<file path="config.mk">
export PLATFORM = sky130hd
export DESIGN_NAME = fs_line_sampler
export DESIGN_NICKNAME = d
export VERILOG_FILES = /design/src/cec_rx_pkg.sv /design/src/fs_line_sampler.sv
export SDC_FILE = /design/constraint.sdc
export NUM_CORES = 1
export LEC_CHECK = 0
export ABC_AREA = 1
export CAP_MARGIN = 0
export CORE_MARGIN = 1
export CORE_UTILIZATION = 55
export CTS_CLUSTER_SIZE = 20
export DETAILED_ROUTE_END_ITERATION = 10
export DONT_BUFFER_PORTS = 1
export GPL_TIMING_DRIVEN = 0
export PLACE_DENSITY_LB_ADDON = 0.12
export REMOVE_ABC_BUFFERS = 1
export SLEW_MARGIN = 20
export SYNTH_ARGS = -nofsm -noshare
export SYNTH_HDL_FRONTEND = slang
export SYNTH_SLANG_ARGS = --single-unit
</file>
<file path="constraint.sdc">
create_clock -name core_clk -period 2.6 [get_ports core_clk]
set_input_delay 0.26 -clock core_clk [delete_from_list [all_inputs] [get_ports core_clk]]
set_output_delay 0.26 -clock core_clk [all_outputs]
set_load 0.005 [all_outputs]
</file>
<file path="src/cec_rx_pkg.sv">
package cec_rx_pkg;

  // Register byte offsets
  localparam logic [7:0] CTRL_OFFSET = 8'h00;
  localparam logic [7:0] RX_ENABLE_OFFSET = 8'h04;
  localparam logic [7:0] STATUS_OFFSET = 8'h08;

  // Control register field positions
  localparam int LATE_ZERO_LSB = 20;
  localparam int EARLY_ZERO_LSB = 16;
  localparam int LATE_ONE_LSB = 12;
  localparam int EARLY_ONE_LSB = 8;
  localparam int START_EN_BIT = 1;
  localparam int WAVE_EN_BIT = 0;
  localparam logic [31:0] CTRL_RW_MASK = 32'h0077_7703;
  localparam logic [31:0] CTRL_RESET = 32'h0000_0000;

  // Status register field positions
  localparam int STAT_WAVE_ERR_BIT = 0;
  localparam int STAT_START_BIT = 1;
  localparam int STAT_ACTIVE_BIT = 2;

  // Base limits in fs periods
  localparam logic [7:0] LATE_ZERO_BASE = 8'h38;
  localparam logic [7:0] EARLY_ZERO_BASE = 8'h2B;
  localparam logic [7:0] LATE_ONE_BASE = 8'h1A;
  localparam logic [7:0] EARLY_ONE_BASE = 8'h0D;
  localparam logic [7:0] START_MIN_RISE = 8'h73;
  localparam logic [7:0] START_MAX_RISE = 8'h80;
  localparam logic [7:0] BIT_IDLE_LIMIT = 8'h9A;

  // Sampling rate and the divider derived from it
  localparam int CORE_CLK_HZ = 125_000_000;
  localparam int FS_HZ = 32_768;
  localparam int FS_DIV = CORE_CLK_HZ / FS_HZ;

  typedef struct packed {
    logic [7:0] late_zero;
    logic [7:0] early_zero;
    logic [7:0] late_one;
    logic [7:0] early_one;
  } limits_t;

  typedef enum logic [1:0] {
    RX_IDLE,
    START_LOW,
    BIT_HIGH,
    DATA_LOW
  } rx_state_t;

endpackage

</file>
<file path="src/fs_line_sampler.sv">
`timescale 1ns/100ps
module fs_line_sampler #(
  parameter int DIV = cec_rx_pkg::FS_DIV
) (
  input wire logic core_clk, // System clock
  input wire logic reset, // Async reset, active high
  input wire logic line_pin, // Raw bus line
  output logic fs_tick, // One-cycle pulse at fs
  output logic line_level // Synchronised line level
);

  // The divider counter is 16 bits wide
  if (DIV < 2 || DIV > 65536) begin : g_bad_div
    $error("fs_line_sampler: DIV must lie between 2 and 65536");
  end

  logic sync_first;
  logic [15:0] div_cnt;
  logic [15:0] next_div_cnt;
  logic next_tick;

  always_comb begin
    next_tick = 1'b0;
    next_div_cnt = div_cnt + 16'h0001;
    if (div_cnt == 16'(DIV - 1)) begin
      next_div_cnt = 16'h0000;
      next_tick = 1'b1;
    end
  end

  // Two flops keep the asynchronous line away from the timing logic
  always_ff @(posedge core_clk or posedge reset) begin
    if (reset) begin
      sync_first <= 1'b1;
      line_level <= 1'b1;
      div_cnt <= 16'h0000;
      fs_tick <= 1'b0;
    end else begin
      sync_first <= line_pin;
      line_level <= sync_first;
      div_cnt <= next_div_cnt;
      fs_tick <= next_tick;
    end
  end

endmodule

</file>
==> results.sh, run 1 <==
export IMPL_final_max_slew_viol_count=0
export IMPL_synth_distinct_cells=19
export IMPL_grt_pass1_vias=773
export IMPL_place_congestion=0.8657
export IMPL_finalClockSkew_ns=0.003179
export IMPL_drive_above_1_share=0.09333
export IMPL_antenna_found_initial=0
export IMPL_clockRootBuffer="clkbuf_4"
export IMPL_postCtsHoldBufs=2
export IMPL_synth_edf_count=0
export IMPL_relSlewSlack=0.5258
export IMPL_syn_avg_cell_area_um2=7.386
export IMPL_cts_setup_buffers=0
export IMPL_antennaDiodeCount=0
export IMPL_die_x_um=45.98
export IMPL_finalSetupTns_ns=0
export IMPL_dieArea_um2=2114
export IMPL_htree_levels=1
export IMPL_ys_ff_latch=19
export IMPL_grt_overflow=0
export IMPL_start_util=0.6028
export IMPL_worst_slew_pin_slew_ns=0.7105
export IMPL_post_cts_resized=0
export IMPL_routed_via_density=5.131
export IMPL_yosysMostFrequentCell="nand2_1"
export IMPL_finalWorstSetupSlack_ns=1.215
export IMPL_clock_latency_ns=0.30
export IMPL_dr_pass1_iters=4
export IMPL_critPathRequiredTime_ns=2.80
export IMPL_crit_fanout=4
export IMPL_fin_crit_ns=1.385
export IMPL_cp_end_kind="register"
export IMPL_grt_usage=0.2193
export IMPL_nFillCells=164
export IMPL_cts_buffer_depth=2
export IMPL_rsz0062_at_grt="no"
export IMPL_holdWs_ns=0.3622
export IMPL_finalCritPeriodShare=0.5328
export IMPL_cts_inserted_buffers=3
export IMPL_synth_area_leader_cell="dfrtp_1"
export IMPL_die_h_um=45.98
export IMPL_yosys_warnings=0
export IMPL_ant_nets=0
export IMPL_fin_area_um2=1142
export IMPL_layout_nets=156
export IMPL_crit_chain="inv_1, ha_1, nand4_1, nor2_1, nand2_1, nand2_1, nor2_1"
export IMPL_multi_input_area_um2=506.7
export IMPL_synthCells=144
export IMPL_rows=15
export IMPL_arrival_ns=1.59
export IMPL_num_io_pins=5
export IMPL_syn_to_final_growth_pct=7.412
export IMPL_vias=898
export IMPL_path_clk_slew_ns=0.11
export IMPL_power_density_nw_per_um2=398.3
export IMPL_synth_top_area_frac=0.4000
export IMPL_max_freq_ghz=0.7218
export IMPL_grt_first_pass_wirelength_um=3256
export IMPL_core_area_um2=1764
export IMPL_crit_type="register to register"
export IMPL_ys_flop_type="dfrtp_1"
export IMPL_async_flop_share=1.000
export IMPL_grt_max_degree=20
export IMPL_post_place_ws_ns=1.228
export IMPL_place_area_um2=1095
export IMPL_cts_tree="yes"
export IMPL_hp_class="register to register"
export IMPL_hpwl_um=1503
export IMPL_regArea_um2=478.0
export IMPL_start_kind="register"
export IMPL_port_buffers=0
export IMPL_worst_path_buf_inv=1
export IMPL_ys_top_cells_by_count="39 x nand2_1, 31 x nor2_1, 21 x inv_1"
export IMPL_drt_initial_drc_count=24
export IMPL_crit_slowest_cell="dfrtp_1"
export IMPL_total_power_mw=0.4550
export IMPL_critPathTopFamily="simple AND/OR/NAND/NOR gates"
export IMPL_wl_per_cell_um=11.15
export IMPL_cap_viol_max_count=0
export IMPL_ir_drop_mv=0.3094
export IMPL_cts_sinks=19
export IMPL_route_detailed_drc=0
export IMPL_synth_cell_area_um2=1064
export IMPL_routed_wl_um=1952
export IMPL_yosys_top_cells_area="dfrtp_1 40%, nand2_1 14%, nor2_1 11%"
export IMPL_seq_area_frac_synth=0.4494
export IMPL_leakage_nw=0.5819
export IMPL_finalSetupViolCount=0
export IMPL_status="completed"
export IMPL_hold_viol_final=0
export IMPL_cp_slowest_stage_delay_ns=0.40
-- state kept, by name (all words and copies together) (netlist names) --
signal,count
line_level,1
div_cnt,16
sync_first,1
fs_tick,1
-- kinds of logic after synthesis --
logic type                 share of synthesized area
DFF                                           0.4494
and+or+nand+nor                               0.4082
xor gates and xnor gates                     0.01647
AOI/OAI and AO/OA                            0.02823
buffers and inverters                        0.07412
adders and majority gates                    0.02353
-- cell usage in the layout (no fill, tap or decap), drive strengths merged --
cell	netlist	final
o21ai	3	3
nand3	6	6
nand4	8	8
clkinv	0	1
o21bai	2	2
inv	21	21
nand2	42	42
nor2	36	36
dfstp	2	2
nand3b	1	1
xnor2	2	2
nor3	2	2
clkbuf	0	3
ha	2	2
dlygate4sd3	0	2
dfrtp	17	17
-- metal layers --
layer,vias to the layer above,global-route usage,routed length (um)
li1,466,-,-
met1,409,0.2918,926
met2,16,0.3437,917
met3,7,0.03571,58
met4,0,0.1059,50
met5,-,0,0
-- cell type report --
type                       instances  area share
multi-input combinational        104      0.4436
sequential                        19      0.4184
inverter                          21     0.06900
tap                               25     0.02738
clock buffer                       3     0.01972
timing repair buffer               2     0.01752
clock inverter                     1    0.004381
-- path summary, 6_finish.rpt --
kind                                         endpoint            startpoint  cells after the start  slack [ns]
max in group asynchronous        div_cnt[7]$_DFF_PP0_                 reset                      2        1.64
worst max register to register   div_cnt[9]$_DFF_PP0_  div_cnt[1]$_DFF_PP0_                      7        1.21
worst min-delay path             line_level$_DFF_PP1_  sync_first$_DFF_PP1_                      0        0.36
min in group asynchronous       div_cnt[14]$_DFF_PP0_                 reset                      2        0.51
worst max-delay path             div_cnt[9]$_DFF_PP0_  div_cnt[1]$_DFF_PP0_                      7        1.21
worst min register to register   line_level$_DFF_PP1_  sync_first$_DFF_PP1_                      0        0.36
-- per-stage QoR --
| step | instances | utilization |
|---|---|---|
| final | 175 | 0.6475 |
| after CTS | 175 | 0.6475 |
| after global routing | 175 | 0.6475 |
| after global placement | 169 | 0.6206 |
| after detailed placement | 169 | 0.6206 |
| after floorplan | 144 | - |
-- power breakdown --
part	switching (mW)	internal [mW]	total [mW]
Clock	0.0910	0.0573	0.148
Sequential	0.000505	0.298	0.299
Combinational	0.00587	0.00210	0.00796
No activity file was read; power rests on OpenSTA's default activity.
==> run 2, diff against run 1 <==
Settings changed: ABC_AREA 1 to 0.
Clock period 2.6 ns to 1.3 ns, I/O delays scaled along.
==> run 2 against run 1 <==
The run now ends with setup timing left. Setup slack got worse by 1.3 ns. Via count shrank 22%. Critical endpoint is now div_cnt[2]$_DFF_PP0_. Power increased by 100%. Synthesized area fell by 17%. Sequential power grew 100%. Combinational power is 100% higher.
==> results.sh, run 2 <==
export IMPL_routed_via_density=6.342
export IMPL_ir_drop_mv=0.7465
export IMPL_hp_class="register to register"
export IMPL_cap_viol_max_count=0
export IMPL_grt_overflow=0
export IMPL_nFillCells=83
export IMPL_cts_tree="yes"
export IMPL_num_io_pins=5
export IMPL_pwr_share_comb=0.018
export IMPL_final_max_slew_viol_count=0
export IMPL_finalSetupTns_ns=-1.071
export IMPL_reg2reg_from="div_cnt[1]$_DFF_PP0_"
export IMPL_p_sw_mw=0.1981
export IMPL_whs_endpoint="line_level$_DFF_PP1_"
export IMPL_yosys_warnings=0
export IMPL_grt_first_pass_wirelength_um=3125
export IMPL_p_int_mw=0.7152
export IMPL_antenna_found_initial=0
export IMPL_r2r_end="div_cnt[2]$_DFF_PP0_"
export IMPL_finalSetupViolCount=13
export IMPL_fin_cells=111
export IMPL_largest_register="div_cnt"
export IMPL_hold_start="sync_first$_DFF_PP1_"
export IMPL_synth_edf_count=0
export IMPL_cp_end_kind="register"
export IMPL_rows=14
export IMPL_status="finished with violations"
export IMPL_violations="setup timing"
export IMPL_grt_usage=0.2449
export IMPL_worst_slew_pin_slew_ns=0.7180
export IMPL_power_density_nw_per_um2=759.6
export IMPL_ys_ff_latch=19
export IMPL_arrival_ns=1.62
export IMPL_ant_nets=0
export IMPL_final_cell_mix="10 x dfrtp_1, 9 x buf_4, 7 x dfrtp_2"
export IMPL_seq_area_frac_synth=0.5426
export IMPL_crit_chain="inv_2, ha_4, nor4bb_4, and4b_2, nor2_1"
export IMPL_route_detailed_drc=0
export IMPL_rrSetupSlack_ns=-0.12
export IMPL_seqPwrFrac=0.654
export IMPL_max_freq_ghz=0.7018
export IMPL_dieArea_um2=1766
export IMPL_yosysMostFrequentCell="dfrtp_1"
export IMPL_cts_inserted_buffers=3
export IMPL_critPathTopFamily="simple AND/OR/NAND/NOR gates"
export IMPL_synth_distinct_cells=27
export IMPL_placed_cells=93
export IMPL_relSlewSlack=0.5208
export IMPL_worst_path_buf_inv=1
export IMPL_rsz0062_at_grt="yes"
export IMPL_cts_sinks=19
export IMPL_crit_slowest_cell="dfrtp_2"
export IMPL_layout_commonest_cell="dfrtp_1"
export IMPL_synthCells=79
export IMPL_grt_pass1_vias=650
export IMPL_cts_buffer_depth=2
export IMPL_drt_initial_drc_count=27
export IMPL_async_flop_share=1.000
export IMPL_crit_type="register to register"
export IMPL_hold_depth=0
export IMPL_leakage_nw=0.5029
export IMPL_crit_fanout=6
export IMPL_port_buffers=0
export IMPL_ys_top_cells_by_count="17 x dfrtp_1, 5 x nand4_1"
export IMPL_hpwl_um=1030
export IMPL_clkPwrFrac=0.328
export IMPL_hold_viol_final=0
export IMPL_place_congestion=0.7828
export IMPL_htree_levels=1
export IMPL_drive_above_1_share=0.5053
export IMPL_syn_to_final_growth_pct=36.51
export IMPL_p_sw_frac=0.2169
export IMPL_path_clk_slew_ns=0.11
export IMPL_clockRootBuffer="clkbuf_4"
export IMPL_wl_per_cell_um=17.60
export IMPL_ys_flop_type="dfrtp_1"
export IMPL_largest_reg_flops=16
export IMPL_finalCritPeriodShare=1.096
export IMPL_syn_avg_cell_area_um2=11.15
export IMPL_fin_area_um2=1202
export IMPL_clock_latency_ns=0.30
export IMPL_routed_wl_um=1954
export IMPL_cp_slowest_stage_delay_ns=0.47
export IMPL_synth_cell_area_um2=880.8
export IMPL_antennaDiodeCount=0
export IMPL_ff2ff_path_depth=5
export IMPL_critPathRequiredTime_ns=1.49
export IMPL_grt_max_degree=20
export IMPL_fin_crit_ns=1.425
export IMPL_synth_top_area_frac=0.4830
export IMPL_core_area_um2=1506
export IMPL_start_kind="register"
export IMPL_layout_nets=101
export IMPL_finalWorstSetupSlack_ns=-0.1249
export IMPL_die_x_um=42.02
export IMPL_finalClockSkew_ns=0.001627
export IMPL_yosys_top_cells_area="dfrtp_1 48%, dfstp_2 6.0%, xnor2_1 4.0%"
export IMPL_start_util=0.5847
export IMPL_dr_pass1_iters=4
export IMPL_vias=704
export IMPL_place_area_um2=890.9
export IMPL_synth_area_leader_cell="dfrtp_1"
export IMPL_die_h_um=42.02
export IMPL_path_depth=5
-- run 2: cell count changes after synthesis, moves of 3 or more --
| cell | delta |
|---|---|
| nor2_2 | -3 |
| nand4_1 | -3 |
| inv_1 | -18 |
| or3_1 | +3 |
| nand2_1 | -37 |
| nor4_1 | +3 |
| a21oi_1 | +3 |
| nor2_1 | -27 |
| xor2_1 | +4 |
-- run 2: power groups by stage --
| stage | logic, mW | clock network [mW] | registers, mW |
|---|---|---|---|
| CTS | 0.0165 | 0.301 | 0.598 |
| global placement | 0.0116 | 0 | 0.609 |
| finish | 0.0161 | 0.300 | 0.597 |
| global route | 0.0189 | 0.319 | 0.598 |
| floorplan | 0.00882 | 0 | 0.609 |
| detailed placement | 0.0118 | 0 | 0.609 |
-- run 2: timing repair --
item | CTS | global route
resized for setup | 26 | 12
endpoints found under the setup margin | 15 | 16
buffers inserted | 11 | 0
endpoints found under the hold margin | 18 | 0
hold buffers | 2 | 0
gates cloned | 1 | 0
pin swaps | 13 | 5
-- run 2: per-stage QoR --
stage | hold slack (ns) | util | setup slack [ns] | power, mW
6_report | 0.3663 | 0.7982 | -0.1249 | 0.9133
5_1_grt | 0.3724 | 0.7982 | -0.1940 | 0.9353
4_1_cts | 0.3588 | 0.7691 | -0.1061 | 0.9153
3_5_place_dp | 0.1346 | 0.5914 | -0.3252 | 0.6207
3_3_place_gp | 0.1345 | 0.5914 | -0.3082 | 0.6203
2_1_floorplan | 0.07965 | - | -0.1364 | 0.6174
-- run 2: kinds of logic after synthesis --
family                     count (synthesis)  synth area share
xor gates and xnor gates                   8           0.07954
and+or+nand+nor                           35            0.2557
buffers and inverters                      5           0.02415
DFF                                       19            0.5426
AOI/OAI and AO/OA                         10           0.06960
adders and majority gates                  2           0.02840
-- run 2: worst max-delay path by stage --
stage | from | to | slack [ns]
after floorplan | div_cnt[0]$_DFF_PP0_ | div_cnt[10]$_DFF_PP0_ | -0.14
after global placement | div_cnt[1]$_DFF_PP0_ | div_cnt[9]$_DFF_PP0_ | -0.31
after detailed placement | div_cnt[1]$_DFF_PP0_ | div_cnt[9]$_DFF_PP0_ | -0.33
after CTS | div_cnt[1]$_DFF_PP0_ | div_cnt[9]$_DFF_PP0_ | -0.11
after global routing | div_cnt[0]$_DFF_PP0_ | div_cnt[7]$_DFF_PP0_ | -0.19
final | div_cnt[1]$_DFF_PP0_ | div_cnt[2]$_DFF_PP0_ | -0.12
-- run 2: cell type report --
type | instances | area, um2 | area share
clock buffers | 3 | 22.52 | 0.01873
clock inverters | 1 | 5.005 | 0.004162
inverters | 3 | 11.26 | 0.009365
multi-input cells | 56 | 546.8 | 0.4547
flip-flops and latches | 19 | 486.7 | 0.4048
well taps | 16 | 20.02 | 0.01665
repair buffers | 13 | 110.1 | 0.09157
-- run 2: layer usage --
layer,up-vias,global-route usage,wire (um)
met2,15,0.3969,988
met5,-,0,0
li1,331,-,-
met4,0,0.1375,57
met1,352,0.3227,855
met3,6,0.02586,52
-- run 2: worst reg2reg max path, delay by kind of cell (launching register included) --
| kind | cells | cell delay, ns |
|---|---|---|
| flip-flops | 1 | 0.47 |
| buffers and inverters | 1 | 0.08 |
| AND/OR/NAND/NOR | 3 | 0.64 |
| adder cells (fa/ha/maj) | 1 | 0.13 |
